**src/core/mgmt_irq_map.vh**
```
// Register offsets, field positions, reset values and timing counts for the
// management interrupt gate and source enable block.
// Assumes byte-wide configuration accesses on the documented config port.
`ifndef MGMT_IRQ_MAP_VH
`define MGMT_IRQ_MAP_VH

// Configuration byte offsets
`define OFS_CONTROL        8'ha0
`define OFS_ENABLE_LO      8'ha2
`define OFS_ENABLE_HI      8'ha3
`define OFS_TIMER_RELOAD   8'ha8
`define OFS_STATUS_LO      8'haa
`define OFS_STATUS_HI      8'hab

// Reset values
`define RST_CONTROL        8'h08
`define RST_ENABLE         16'h0000
`define RST_TIMER_RELOAD   8'h0f
`define RST_STATUS         16'h0000

// Control register fields
`define CTL_GATE           0
`define CTL_STOP_EN        1
`define CTL_SCALE_EN       2
`define CTL_GRAN_LSB       3
`define CTL_GRAN_MSB       4
`define CTL_MASK           8'h1f

// Granularity codes
`define GRAN_MINUTE        2'h0
`define GRAN_OFF           2'h1
`define GRAN_CLOCK         2'h2
`define GRAN_MSEC          2'h3

// Source enable and status bit positions
`define SRC_IRQ1           0
`define SRC_IRQ3           1
`define SRC_IRQ4           2
`define SRC_IRQ8           3
`define SRC_IRQ12          4
`define SRC_TIMER          5
`define SRC_EXT            6
`define SRC_CMD_WR         7
`define SRC_USB            8
`define SRC_MASK           16'h01ff

// Tick periods, fixed in PCI clocks as figured for a 33 MHz PCI clock
`define PCI_RATE_KHZ       33000
`define TICK_MSEC_TIME_MS  1
`define TICK_MINUTE_TIME_MS 60000
`define TICK_MSEC_CYCLES   (`TICK_MSEC_TIME_MS * `PCI_RATE_KHZ)
`define TICK_MINUTE_CYCLES (`TICK_MINUTE_TIME_MS * `PCI_RATE_KHZ)

`endif

```
**src/core/granularity_tick.v**
```verilog
// Granularity tick generator for the idle timer.
// Assumes the clock is the PCI clock; periods are fixed clock counts.
`timescale 1ns/1ps
`default_nettype none

module granularity_tick #(
  parameter [31:0] MSEC_CYCLES   = 32'd33000,
  parameter [31:0] MINUTE_CYCLES = 32'd1980000000
) (
  // Clock and reset
  input  wire        clock,
  input  wire        rst_n,
  // Granularity select
  input  wire [1:0]  gran_sel,
  // One-cycle tick
  output reg         tick_r
);

  reg  [31:0] count_r;
  reg  [31:0] period;

  always @* begin
    case (gran_sel)
      2'h0:    period = MINUTE_CYCLES;
      2'h3:    period = MSEC_CYCLES;
      default: period = 32'h00000001;
    endcase
  end

  // Count restarts on a select change only through the disabled or per-clock code;
  // a live change between granularities ends once the count reaches or passes the new terminal value.
  always @(posedge clock or negedge rst_n) begin
    if (!rst_n) begin
      count_r <= 32'h00000000;
      tick_r  <= 1'b0;
    end else if (gran_sel == 2'h1) begin
      count_r <= 32'h00000000;
      tick_r  <= 1'b0;
    end else if (gran_sel == 2'h2) begin
      count_r <= 32'h00000000;
      tick_r  <= 1'b1;
    end else if (count_r >= period - 32'h00000001) begin
      count_r <= 32'h00000000;
      tick_r  <= 1'b1;
    end else begin
      count_r <= count_r + 32'h00000001;
      tick_r  <= 1'b0;
    end
  end

endmodule // granularity_tick

`default_nettype wire

```
**src/core/mgmt_interrupt_gate_enable.v**
```verilog
// Management interrupt control, source enables, request status, idle timer
// and stop-clock output for a PCI-to-ISA bridge.
// Assumes byte-wide config accesses, one-cycle strobes, and inputs already
// synchronous to the PCI clock.
`timescale 1ns/1ps
`default_nettype none
`include "mgmt_irq_map.vh"

module mgmt_interrupt_gate_enable #(
  parameter [31:0] MSEC_CYCLES   = `TICK_MSEC_CYCLES,
  parameter [31:0] MINUTE_CYCLES = `TICK_MINUTE_CYCLES
) (
  // Clock and reset
  input  wire        clock,
  input  wire        rst_n,
  // Configuration port
  input  wire [7:0]  cfg_addr,
  input  wire [7:0]  cfg_wdata,
  input  wire        cfg_wr,
  input  wire        cfg_rd,
  output reg  [7:0]  cfg_rdata_r,
  // Power management command port strobes
  input  wire        cmd_port_wr,
  input  wire        cmd_port_rd,
  // Event sources
  input  wire        usb_legacy_req,
  input  wire        external_mgmt_request_n,
  input  wire [4:0]  irq_lines,
  // Stop-clock scaling times, in PCI clocks minus one
  input  wire [7:0]  scaling_high_time,
  input  wire [7:0]  scaling_low_time,
  // Outputs to the CPU
  output reg         mgmt_interrupt_out_n,
  output reg         stop_clock_out_n,
  // Status visibility
  output reg  [15:0] mgmt_request_status_r
);

  localparam [1:0] ST_IDLE = 2'h0;
  localparam [1:0] ST_LOW  = 2'h1;
  localparam [1:0] ST_HIGH = 2'h2;

  // Status bits that exist; the rest stay zero whatever is written
  localparam [15:0] SRC_LIVE = `SRC_MASK;

  reg  [7:0]  mgmt_irq_control_r;
  reg  [15:0] mgmt_irq_source_enable_r;
  reg  [7:0]  idle_timer_reload_r;
  reg  [8:0]  idle_count_r;
  reg         timer_expired_r;
  reg         ext_req_prev_r;
  reg         usb_prev_r;
  reg  [4:0]  irq_prev_r;
  reg  [1:0]  stop_state_r;
  reg  [1:0]  stop_state_nxt;
  reg  [7:0]  stop_count_r;
  reg  [7:0]  stop_count_nxt;
  wire [15:0] status_nxt;
  wire [15:0] status_set;
  wire [15:0] status_keep;
  reg  [15:0] event_raw;
  reg  [15:0] clear_mask;
  wire        wr_control;
  wire        wr_enable_lo;
  wire        wr_enable_hi;
  wire        wr_reload;
  wire        wr_status_lo;
  wire        wr_status_hi;
  wire        gran_tick;
  wire [1:0]  idle_timer_granularity_select;
  wire        gate_on;
  wire        stop_en;
  wire        stop_clock_scaling_enable;
  wire [8:0]  reload_plus_one;
  genvar      g;

  function cfg_hit;
    input [7:0] addr;
    input [7:0] ofs;
    begin
      cfg_hit = (addr == ofs);
    end
  endfunction

  assign idle_timer_granularity_select =
    mgmt_irq_control_r[`CTL_GRAN_MSB:`CTL_GRAN_LSB];
  assign gate_on                   = mgmt_irq_control_r[`CTL_GATE];
  assign stop_en                   = mgmt_irq_control_r[`CTL_STOP_EN];
  assign stop_clock_scaling_enable = mgmt_irq_control_r[`CTL_SCALE_EN];
  assign reload_plus_one           = {1'b0, idle_timer_reload_r} + 9'h001;

  // Byte write decodes, shared by the registers and the status clear
  assign wr_control   = cfg_wr & cfg_hit(cfg_addr, `OFS_CONTROL);
  assign wr_enable_lo = cfg_wr & cfg_hit(cfg_addr, `OFS_ENABLE_LO);
  assign wr_enable_hi = cfg_wr & cfg_hit(cfg_addr, `OFS_ENABLE_HI);
  assign wr_reload    = cfg_wr & cfg_hit(cfg_addr, `OFS_TIMER_RELOAD);
  assign wr_status_lo = cfg_wr & cfg_hit(cfg_addr, `OFS_STATUS_LO);
  assign wr_status_hi = cfg_wr & cfg_hit(cfg_addr, `OFS_STATUS_HI);

  // Control register; reserved bits are never stored, so they read zero
  always @(posedge clock or negedge rst_n) begin
    if (!rst_n) begin
      mgmt_irq_control_r <= `RST_CONTROL;
    end else if (wr_control) begin
      mgmt_irq_control_r <= cfg_wdata & `CTL_MASK;
    end
  end

  // Source enables; of the high byte only bit 8 is implemented
  always @(posedge clock or negedge rst_n) begin
    if (!rst_n) begin
      mgmt_irq_source_enable_r <= `RST_ENABLE;
    end else begin
      if (wr_enable_lo)
        mgmt_irq_source_enable_r[7:0] <= cfg_wdata;
      if (wr_enable_hi)
        mgmt_irq_source_enable_r[15:8] <= cfg_wdata & 8'h01;
    end
  end

  // Written value only takes effect at the next reload; stop the timer first
  always @(posedge clock or negedge rst_n) begin
    if (!rst_n) begin
      idle_timer_reload_r <= `RST_TIMER_RELOAD;
    end else if (wr_reload) begin
      idle_timer_reload_r <= cfg_wdata;
    end
  end

  always @(posedge clock or negedge rst_n) begin
    if (!rst_n) begin
      cfg_rdata_r <= 8'h00;
    end else if (cfg_rd) begin
      case (cfg_addr)
        `OFS_CONTROL:      cfg_rdata_r <= mgmt_irq_control_r;
        `OFS_ENABLE_LO:    cfg_rdata_r <= mgmt_irq_source_enable_r[7:0];
        `OFS_ENABLE_HI:    cfg_rdata_r <= mgmt_irq_source_enable_r[15:8];
        `OFS_TIMER_RELOAD: cfg_rdata_r <= idle_timer_reload_r;
        `OFS_STATUS_LO:    cfg_rdata_r <= mgmt_request_status_r[7:0];
        `OFS_STATUS_HI:    cfg_rdata_r <= mgmt_request_status_r[15:8];
        default:           cfg_rdata_r <= 8'h00;
      endcase
    end
  end

  granularity_tick #(
    .MSEC_CYCLES   (MSEC_CYCLES),
    .MINUTE_CYCLES (MINUTE_CYCLES)
  ) u_tick (
    .clock    (clock),
    .rst_n    (rst_n),
    .gran_sel (idle_timer_granularity_select),
    .tick_r   (gran_tick)
  );

  // Idle timer: held at reload+1 while off, counts down on each tick
  // Expiry is one cycle wide, so each pass through zero records one event
  always @(posedge clock or negedge rst_n) begin
    if (!rst_n) begin
      idle_count_r    <= 9'h010;
      timer_expired_r <= 1'b0;
    end else if (idle_timer_granularity_select == `GRAN_OFF) begin
      idle_count_r    <= reload_plus_one;
      timer_expired_r <= 1'b0;
    end else if (idle_count_r == 9'h000) begin
      idle_count_r    <= reload_plus_one;
      timer_expired_r <= 1'b1;
    end else begin
      if (gran_tick)
        idle_count_r <= idle_count_r - 9'h001;
      timer_expired_r <= 1'b0;
    end
  end

  // Edge history; status is edge-set so a held source flags only once
  // Reset values match each pin's idle level, so no false edge follows reset
  always @(posedge clock or negedge rst_n) begin
    if (!rst_n) begin
      ext_req_prev_r <= 1'b1;
      usb_prev_r     <= 1'b0;
      irq_prev_r     <= 5'h00;
    end else begin
      ext_req_prev_r <= external_mgmt_request_n;
      usb_prev_r     <= usb_legacy_req;
      irq_prev_r     <= irq_lines;
    end
  end

  always @* begin
    event_raw = 16'h0000;
    event_raw[`SRC_USB]    = usb_legacy_req & ~usb_prev_r;
    event_raw[`SRC_CMD_WR] = cmd_port_wr;
    event_raw[`SRC_EXT]    = ~external_mgmt_request_n & ext_req_prev_r;
    event_raw[`SRC_TIMER]  = timer_expired_r;
    event_raw[4:0]         = irq_lines & ~irq_prev_r;
  end

  // Software clears a status bit by writing zero to it
  always @* begin
    clear_mask = 16'h0000;
    if (wr_status_lo)
      clear_mask[7:0] = ~cfg_wdata;
    if (wr_status_hi)
      clear_mask[15:8] = ~cfg_wdata;
  end

  // Per-bit status; a new event in the clearing cycle wins over the clear
  generate
    for (g = 0; g < 16; g = g + 1) begin : g_status
      if (SRC_LIVE[g]) begin : g_live
        assign status_set[g]  = event_raw[g] & mgmt_irq_source_enable_r[g];
        assign status_keep[g] = mgmt_request_status_r[g] & ~clear_mask[g];
        assign status_nxt[g]  = status_keep[g] | status_set[g];
      end else begin : g_rsvd
        assign status_set[g]  = 1'b0;
        assign status_keep[g] = 1'b0;
        assign status_nxt[g]  = 1'b0;
      end
    end
  endgenerate

  // Power state does not enter either the status or the output path
  always @(posedge clock or negedge rst_n) begin
    if (!rst_n) begin
      mgmt_request_status_r <= `RST_STATUS;
      mgmt_interrupt_out_n  <= 1'b1;
    end else begin
      mgmt_request_status_r <= status_nxt & `SRC_MASK;
      mgmt_interrupt_out_n  <= ~(gate_on & (|mgmt_request_status_r));
    end
  end

  // Stop-clock sequencer: plain assert, or scaled low/high alternation
  // Clearing the stop enable is seen one edge after the write lands
  always @* begin
    stop_state_nxt = stop_state_r;
    stop_count_nxt = stop_count_r;
    case (stop_state_r)
      ST_IDLE: begin
        if (stop_en && cmd_port_rd) begin
          stop_state_nxt = ST_LOW;
          stop_count_nxt = scaling_low_time;
        end
      end
      ST_LOW: begin
        if (!stop_en) begin
          stop_state_nxt = ST_IDLE;
        end else if (stop_clock_scaling_enable) begin
          if (stop_count_r == 8'h00) begin
            stop_state_nxt = ST_HIGH;
            stop_count_nxt = scaling_high_time;
          end else begin
            stop_count_nxt = stop_count_r - 8'h01;
          end
        end
      end
      ST_HIGH: begin
        if (!stop_en || !stop_clock_scaling_enable) begin
          stop_state_nxt = stop_en ? ST_LOW : ST_IDLE;
        end else if (stop_count_r == 8'h00) begin
          stop_state_nxt = ST_LOW;
          stop_count_nxt = scaling_low_time;
        end else begin
          stop_count_nxt = stop_count_r - 8'h01;
        end
      end
      default: begin
        stop_state_nxt = ST_IDLE;
        stop_count_nxt = 8'h00;
      end
    endcase
  end

  always @(posedge clock or negedge rst_n) begin
    if (!rst_n) begin
      stop_state_r     <= ST_IDLE;
      stop_count_r     <= 8'h00;
      stop_clock_out_n <= 1'b1;
    end else begin
      // Pin follows the next state, so it changes with the phase, not after it
      stop_state_r     <= stop_state_nxt;
      stop_count_r     <= stop_count_nxt;
      stop_clock_out_n <= (stop_state_nxt != ST_LOW);
    end
  end

endmodule // mgmt_interrupt_gate_enable

`default_nettype wire

```
**config.mk**
```make
export PLATFORM = sky130hd
export DESIGN_NAME = mgmt_interrupt_gate_enable
export DESIGN_NICKNAME = d
export VERILOG_FILES = /design/src/core/granularity_tick.v /design/src/core/mgmt_interrupt_gate_enable.v
export VERILOG_INCLUDE_DIRS = /design/src /design/src/core
export SDC_FILE = /design/constraint.sdc
export NUM_CORES = 1
export LEC_CHECK = 0
export BUFFER_PORTS_ARGS = -buffer_cell sky130_fd_sc_hd__buf_2
export CORE_ASPECT_RATIO = 0.5
export CORE_MARGIN = 5
export CORE_UTILIZATION = 50
export DETAILED_ROUTE_END_ITERATION = 8
export GPL_TIMING_DRIVEN = 0
export PLACE_DENSITY = 0.78
export SLEW_MARGIN = 15
export SYNTH_ARGS = -nofsm -noshare
export SYNTH_HDL_FRONTEND = slang
export SYNTH_SLANG_ARGS = --single-unit
```
**constraint.sdc**
```tcl
create_clock -name clock -period 2.9 [get_ports clock]
set_input_delay 0.29 -clock clock [delete_from_list [all_inputs] [get_ports clock]]
set_output_delay 0.29 -clock clock [all_outputs]
set_load 0.03 [all_outputs]
```
* Word-level counts from Yosys, hierarchy flattened
Cells that the tools add are included.
Word-level totals: register bits 101, latch bits 0, bits in writable memories 0, ROM bits 0, bits of input ports 45, output and inout port bits 26, word-level logic and storage cells 131, memories kept 0
Operators by class: add/sub/neg operators 5, $mul 0, div/mod/pow operators 0, magnitude comparators 1, equal/unequal tests 16, shift-type cells 0, multiplexer cells 30, bitwise logic cells 51, reduce and logical (&&, ||, !) cells 11
Operators with widths (count):
- two-way mux 32 bit | 3
- one-hot mux 31 bit (2 select lines) | 1
- two-way mux 8 bit | 7
- == test 8 bit (second input constant) | 6
- one-hot mux 8 bit (6 select lines) | 1
- adder 32 x 1 -> 32 bit (second input constant) | 1
- greater-or-equal comparator 32 bit | 1
- subtractor 31 x 1 -> 32 bit (second input constant) | 1
- bitwise AND 1 bit | 27
- two-way mux 9 bit | 3
- one-hot mux 8 bit (3 select lines) | 1
- two-way mux 2 bit | 6
- NOT 1 bit | 12
- adder 8 x 1 -> 9 bit (second input constant) | 1
- logical NOT 9 bit | 1
- OR 1 bit | 9
- OR reduction 9 bit | 1
- subtractor 9 x 1 -> 9 bit (second input constant) | 1
- logical NOT 8 bit | 1
- inequality test 2 bit (second input constant) | 4
- NOT 8 bit | 1
- subtractor 8 x 1 -> 8 bit (second input constant) | 1
- two-way mux 1 bit | 7
- == test 2 bit (second input constant) | 3
- other kinds (11) | 14

* Longest topological paths before layout
Gate-level depths: netlist of run 1.
word-level depth 7, depth in mapped cells 11, gate-level depth less buffers 9

* By module
From an unflattened synthesis of run 1, not the netlist that was laid out.
Unflattened totals: cells, all modules 576, area total of the unflattened synthesis 6070.8 um^2
By module, submodules not included:
- mgmt_interrupt_gate_enable | times used 1, cells an instance 334, area each 3582.2 um^2, seq. area each 1712.9 um^2
- granularity_tick | times used 1, cells an instance 242, area each 2488.6 um^2, seq. area each 825.8 um^2

* Least setup slack after synthesis of run 1
OpenSTA, ideal clock, no wires.
path kind register -> register, from register mgmt_irq_control_r[3], to register u_tick.count_r[10], setup time 0.086 ns, data arrival time 2.648 ns, required time 2.814 ns, slack 0.166 ns, stages on the path, launching flop included 12, buffers on the path 2, period minus slack after synthesis 2.734 ns, cells stage by stage dfstp_2 inv_1 ha_1 inv_1 ha_1 and2_1 a221o_1 and2_1 or4_1 clkbuf_1 buf_6 nor3_1
On the way: longest elaborated chain between the ends 7, elaborated cells on any way between the ends 10, classes of those cells add/sub: 1; order compare: 1; eq/ne: 3; mux: 4; reduce/logical: 1
Ends and longest elaborated chain:
- start, declared | line mgmt_interrupt_gate_enable.v:46 | reg [7:0] mgmt_irq_control_r;
- start signal, assigned | line mgmt_interrupt_gate_enable.v:103 | mgmt_irq_control_r <= `RST_CONTROL;
- start signal, assigned | line mgmt_interrupt_gate_enable.v:105 | mgmt_irq_control_r <= cfg_wdata & `CTL_MASK;
- == test 2 bit / logical NOT 2 bit (equally long branches) | line granularity_tick.v:23 | case (gran_sel)
- one-hot mux 31 bit (2 select lines) | line granularity_tick.v:23
- subtractor 31 x 1 -> 32 bit | line granularity_tick.v:42 | end else if (count_r >= period - 32'h00000001) begin
- greater-or-equal comparator 32 bit | line granularity_tick.v:42
- two-way mux 32 bit | line granularity_tick.v:42
- two-way mux 32 bit | line granularity_tick.v:39 | end else if (gran_sel == 2'h2) begin
- two-way mux 32 bit (*) | line granularity_tick.v:36 | end else if (gran_sel == 2'h1) begin
- end signal, assigned | line granularity_tick.v:46 | count_r <= count_r + 32'h00000001;
- end, declared | line granularity_tick.v:19 | reg [31:0] count_r;
Every way passes the cells marked *; elsewhere a longest branch is shown, timed or not. A chain may end at the register's enable or synchronous reset.

* Worst setup path in the final report of run 1
from register mgmt_irq_control_r[3], to register u_tick.count_r[26]
Same word-level chain as after synthesis.

==> results of run 1 <==
## area by class of cell
| cell class | instances | share of cell area |
|---|---|---|
| inverter | 30 | 0.01670 |
| timing repair buffer | 79 | 0.07342 |
| buffer | 29 | 0.02487 |
| clock buffer | 13 | 0.03816 |
| tap | 165 | 0.02811 |
| sequential | 101 | 0.3458 |
| clock inverter | 3 | 0.008859 |
| multi-input combinational | 440 | 0.4641 |
## cells by family (layout without fill, tap and decap cells)
logic type | after synthesis | after routing | synth area share
other cells | 2 | 13 | 0.001272
compound gates | 98 | 98 | 0.1161
flops | 101 | 101 | 0.4300
simple gates | 212 | 212 | 0.1945
buf+inv | 60 | 154 | 0.04747
xor+xnor | 47 | 47 | 0.06972
mux | 37 | 37 | 0.07099
fa+ha+maj | 33 | 33 | 0.06993
## stage by stage
stage,TNS [ns],power [mW],utilization
finish,-0.1274,4.449,0.6296
global route,-2.755,4.683,0.6296
CTS,0,4.310,0.5897
detailed placement,-7.019,2.935,0.5568
global placement,-4.472,2.885,0.5539
floorplan,0,2.620,-
## power breakdown
part	internal, mW	switching [mW]
Clock	0.849	0.512
Sequential	1.63	0.247
Combinational	0.554	0.659
## critical path, stage by stage, from the launching register on
cell	delay, ns
dfstp_2	0.59
inv_2	0.08
ha_4	0.18
inv_6	0.09
buf_6	0.10
ha_4	0.18
and2_4	0.13
a221o_1	0.32
and2_4	0.14
or4_4	0.61
clkbuf_16	0.22
nor3_1	0.22
## Yosys cell counts (9+ instances only)
master    count  area share
o21ai_0      18       0.015
clkbuf_1     14      0.0089
mux2i_1      10       0.017
dfstp_2       9       0.040
mux2_2       25       0.048
xnor2_1      34       0.050
xor2_1       13       0.019
nand2_1      50       0.032
nor3_1       47       0.040
nand3_1      17       0.014
nand4_1      10       0.011
nor4_1       13       0.014
dfrtp_1      92        0.39
nor2_1       24       0.015
a21oi_1      17       0.014
inv_1        30       0.019
ha_1         33       0.070
## layout by cell type, fill, tap and decap left out, types with 19 or more instances in the layout
cell / netlist / final
nand2_1: 50 / 49
buf_2: 5 / 63
xnor2_1: 34 / 34
buf_4: 7 / 19
ha_1: 33 / 27
dfrtp_1: 92 / 91
inv_1: 30 / 26
nor3_1: 47 / 22
nor2_1: 24 / 24
mux2_2: 25 / 25
## per-layer routing
layer	up-vias	global-route usage
met5	-	0
met4	0	0.05784
met3	38	0.03800
met2	153	0.3523
met1	2426	0.2514
li1	2356	-
## timing repair
action                                 4_1_cts  5_1_grt
pin swaps                                    1       17
setup endpoints to repair                   33       33
endpoints found under the hold margin       28        0
buffers inserted                             2        9
gates resized for setup                      6       63
hold buffers                                 1        0
gates cloned                                 0        4
## path summary, 6_finish.rpt
check	startpoint	end	slack, ns
max in group asynchronous	rst_n	mgmt_irq_control_r[3]$_DFFE_PN1P_	1.82
max reg2reg	mgmt_irq_control_r[3]$_DFFE_PN1P_	u_tick.count_r[26]$_DFF_PN0_	-0.06
max	mgmt_irq_control_r[3]$_DFFE_PN1P_	u_tick.count_r[26]$_DFF_PN0_	-0.06
min	external_mgmt_request_n	ext_req_prev_r$_DFF_PN1_	0.05
min reg2reg	timer_expired_r$_DFF_PN0_	mgmt_request_status_r[5]$_DFF_PN0_	0.45
min in group asynchronous	rst_n	cfg_rdata_r[7]$_DFFE_PN0P_	0.40
## flip-flops by register name (all words and copies together), names as in the netlist, 2 cells and up
| name | flops |
|---|---|
| u_tick.count_r | 32 |
| idle_count_r | 9 |
| mgmt_irq_source_enable_r | 9 |
| mgmt_request_status_r | 9 |
| cfg_rdata_r | 8 |
| idle_timer_reload_r | 8 |
| stop_count_r | 8 |
| irq_prev_r | 5 |
| mgmt_irq_control_r | 5 |
| stop_state_r | 2 |
==> results.json, run 1 <==
{
  "ys_seq_area_frac": 0.4300,
  "grt_start_max_net_pins": 69,
  "wl_met3_um": 783,
  "min_path_type": "in -> reg",
  "clockRootBuffer": "clkbuf_16",
  "dp.cells": 829,
  "dpl_cell_area_mm2": 0.006496,
  "area_growth_pct": 24.39,
  "finalWeightedCongestion": 0.9864,
  "clock-sinks": 101,
  "num_vias": 4973,
  "clk_latency_ns": 0.34,
  "cts_buffer_depth": 2,
  "crit_type": "reg -> reg",
  "htree_levels": 3,
  "multi_input_area_mm2": 0.003408,
  "hold_path_depth": 1,
  "grt-ovfl-total": 0,
  "core_area_mm2": 0.01167,
  "num_rows": 28,
  "layout.cells.non_filler": 860,
  "maxCapViolCount": 0,
  "wire_per_inst_um": 17.36,
  "setup_violations": 5,
  "rsz0062_at_grt": "true",
  "period_needed_ns": 2.956,
  "start_util": 0.5061,
  "ys_ff_latch": 101,
  "drc": 0,
  "power.density_mw_per_mm2": 605.8,
  "ioPinCount": 71,
  "fin_ws_ns": -0.05555,
  "die-area_mm2": 0.01421,
  "grt_pass1_vias": 4776,
  "portBuffers": 62,
  "die_h_um": 86.84,
  "place_hpwl_mm": 10.07,
  "synth-edff-count": 0,
  "design_area_mm2": 0.007345,
  "drt_iter0_drc": 423,
  "vdd_drop_max_mv": 0.3030,
  "status": "complete, but fails checks",
  "drive_gt1_frac": 0.2849,
  "ys.flop_type": "dfrtp_1",
  "grt_pass1_wl_mm": 22.92,
  "wl_met2_mm": 7.670,
  "slew_headroom": 0.2481,
  "netlist_area_mm2": 0.005904,
  "maxClockFrequency_mhz": 338.3,
  "wl_mm": 14.93,
  "die_w_um": 163.7,
  "violations": "setup timing",
  "ys_warn_count": 0,
  "finalMaxSlewViolations": 0,
  "firstDrtPassIters": 4,
  "crit_fanout": 8,
  "ant_nets": 0,
  "grt_usage": 0.1992,
  "required_ns": 3.14,
  "post_drt_via_cell_ratio": 5.783,
  "post-place-ws_ns": -0.2893,
  "critPathLaunchType": "flip-flop",
  "clk_pin_slew_ns": 0.06,
  "routed.top_layer": "met4",
  "yosysUniqueCellTypes": 67,
  "insertedDiodeCount": 0,
  "reg2regPathDepth": 11,
  "post-route-period-util": 1.019,
  "whs_ns": 0.05477,
  "cts_tree": "done",
  "async_flop_share": 1.000,
  "antenna_found_initial": 0,
  "n_fill_cell": 892,
  "syn_inst": 590,
  "syn_area_per_cell_um2": 10.01,
  "arrival_ns": 3.20,
  "seq_area_mm2": 0.002540,
  "p_leak_nw": 3.254,
  "hold_viol": 0,
  "endpoint_kind": "flip-flop",
  "final_nets": 768,
  "worst_clock_skew_ns": 0.007367,
  "wl_met1_mm": 6.176,
  "tightestPinTransition_ns": 1.117,
  "cts_made_buffers": 9
}
(Power assumes the default switching activity.)
==> run 2: changes to the inputs <==
GPL_TIMING_DRIVEN = unset   (was 0)
==> run 2 against run 1 <==
Against the previous run: the run now ends clean; total power shrank 3.6%; wire length shrank 5.6%; cell count is 3.8% lower; critical path depth is 1 lower; combinational power shrank 15%; worst setup slack better by 0.14 ns; sequential share of layout area is 2.7 points higher; sequential power about the same; sequential cell count did not move; maximum frequency grew 5.1%; clock power is essentially flat; worst hold slack got worse by 0.0070 ns; critical path type unchanged.
==> results.json, run 2 (synthesized netlist as in run 1, its figures left out) <==
{
  "post-route-period-util": 0.9699,
  "die_w_um": 163.7,
  "hold_viol": 0,
  "grt_start_max_net_pins": 61,
  "vdd_drop_max_mv": 0.3315,
  "post_drt_via_cell_ratio": 5.757,
  "status": "complete, no violations",
  "cts_tree": "done",
  "n_fill_cell": 979,
  "insertedDiodeCount": 0,
  "wire_per_inst_um": 17.05,
  "arrival_ns": 3.06,
  "min_path_type": "in -> reg",
  "clock-sinks": 101,
  "cts_made_buffers": 9,
  "drt_iter0_drc": 459,
  "firstDrtPassIters": 5,
  "critPathLaunchType": "flip-flop",
  "post-place-ws_ns": -0.02092,
  "clk_latency_ns": 0.35,
  "finalWeightedCongestion": 0.9183,
  "maxClockFrequency_mhz": 355.5,
  "hold_path_depth": 1,
  "drc": 0,
  "final_common_cell": "dfrtp_1",
  "grt-ovfl-total": 0,
  "portBuffers": 63,
  "power.density_mw_per_mm2": 630.9,
  "top_register": "u_tick.count_r",
  "clockRootBuffer": "clkbuf_16",
  "endpoint_kind": "flip-flop",
  "wl_mm": 14.10,
  "finalMaxSlewViolations": 0,
  "place_hpwl_mm": 9.900,
  "cts_setup_buffers": 0,
  "grt_usage": 0.2029,
  "layout_common_cells": "dfrtp_1, buf_2, nand2_1, nor3_1, xnor2_1",
  "ant_nets": 0,
  "ioPinCount": 71,
  "p_leak_nw": 3.075,
  "crit_fanout": 32,
  "crit_type": "reg -> reg",
  "worst_clock_skew_ns": 0.007140,
  "start_util": 0.5061,
  "reg2regPathDepth": 10,
  "area_growth_pct": 15.17,
  "die_h_um": 86.84,
  "antenna_found_initial": 0,
  "grt_pass1_vias": 4792,
  "period_needed_ns": 2.813,
  "fin_ws_ns": 0.08730,
  "final_nets": 735,
  "core_area_mm2": 0.01167,
  "tightestPinTransition_ns": 0.7488,
  "htree_levels": 3,
  "num_vias": 4761,
  "grt_pass1_wl_mm": 23.34,
  "num_rows": 28,
  "drive_gt1_frac": 0.2130,
  "setup_violations": 0,
  "whs_ns": 0.04777,
  "largest_reg_flops": 32,
  "die-area_mm2": 0.01421,
  "slew_headroom": 0.4997,
  "clk_pin_slew_ns": 0.07,
  "required_ns": 3.15,
  "maxCapViolCount": 0,
  "cts_buffer_depth": 2
}
run 2: cell types whose count changed in the layout (fill, tap and decap cells not counted), moves of 4 or more:
cell      previous run  this run
nor3_1              22        43
nor3_2              17         4
clkbuf_1            13         3
buf_4               19        10
nor3_4               8         0
ha_1                27        33
ha_4                 5         0
clkbuf_8             4         0
run 2: through the flow:
| step | util | TNS (ns) | power [mW] | cell area (um^2) | cells |
|---|---|---|---|---|---|
| finish | 0.5829 | 0 | 4.290 | 6800 | 827 |
| global route | 0.5829 | -0.01954 | 4.517 | 6800 | 827 |
| CTS | 0.5801 | 0 | 4.287 | 6768 | 827 |
| detailed placement | 0.5504 | -0.04935 | 2.911 | 6421 | 810 |
| global placement | 0.5504 | 0 | 2.871 | 6421 | 810 |
| floorplan | - | 0 | 2.620 | 5946 | 601 |
run 2: worst paths after layout:
path                                                    from                                 end  slack (ns)
setup / recovery           mgmt_irq_control_r[3]$_DFFE_PN1P_        u_tick.count_r[10]$_DFF_PN0_        0.09
hold / removal                       external_mgmt_request_n            ext_req_prev_r$_DFF_PN1_        0.05
setup reg to reg           mgmt_irq_control_r[3]$_DFFE_PN1P_        u_tick.count_r[10]$_DFF_PN0_        0.09
hold reg to reg                    timer_expired_r$_DFF_PN0_  mgmt_request_status_r[5]$_DFF_PN0_        0.44
max in group asynchronous                              rst_n          stop_clock_out_n$_DFF_PN1_        1.66
min in group asynchronous                              rst_n          cfg_rdata_r[6]$_DFFE_PN0P_        0.49
run 2: critical path, cell delays in order, from the launching register on:
cell and delay [ns]:
dfstp_2 0.53, inv_1 0.06, ha_1 0.20, inv_2 0.10, ha_1 0.24, a21o_1 0.16
a21o_1 0.17, a211o_1 0.32, or4_4 0.50, buf_12 0.18, nor3_1 0.23
run 2: area by class of cell:
cell class / count / area [um^2] / share of cell area
clock buffers: 12 / 236.5 / 0.03477
clock inverters: 4 / 98.84 / 0.01454
inverters: 30 / 115.1 / 0.01693
multi-input cells: 440 / 3169 / 0.4661
flip-flops and latches: 101 / 2539 / 0.3733
well taps: 165 / 206.4 / 0.03036
repair buffers: 75 / 435.4 / 0.06403
run 2: power breakdown:
part	total (mW)	internal (mW)	switching [mW]
sequential	1.89	1.63	0.264
combinational	1.03	0.464	0.567
clock	1.37	0.847	0.522
run 2: per-layer routing:
metal  track usage  up-vias  wire (um)
met2        0.3508      126       6920
met5             0        -          0
met4       0.05479        0        320
li1              -     2277          -
met1        0.2577     2333       6209
met3       0.04941       25        652
run 2: timing repair:
item | 4_1_cts | 5_1_grt
hold buffers | 1 | 0
cloned | 0 | 0
setup endpoints to repair | 33 | 33
resized for setup | 2 | 9
hold endpoints to repair | 39 | 0
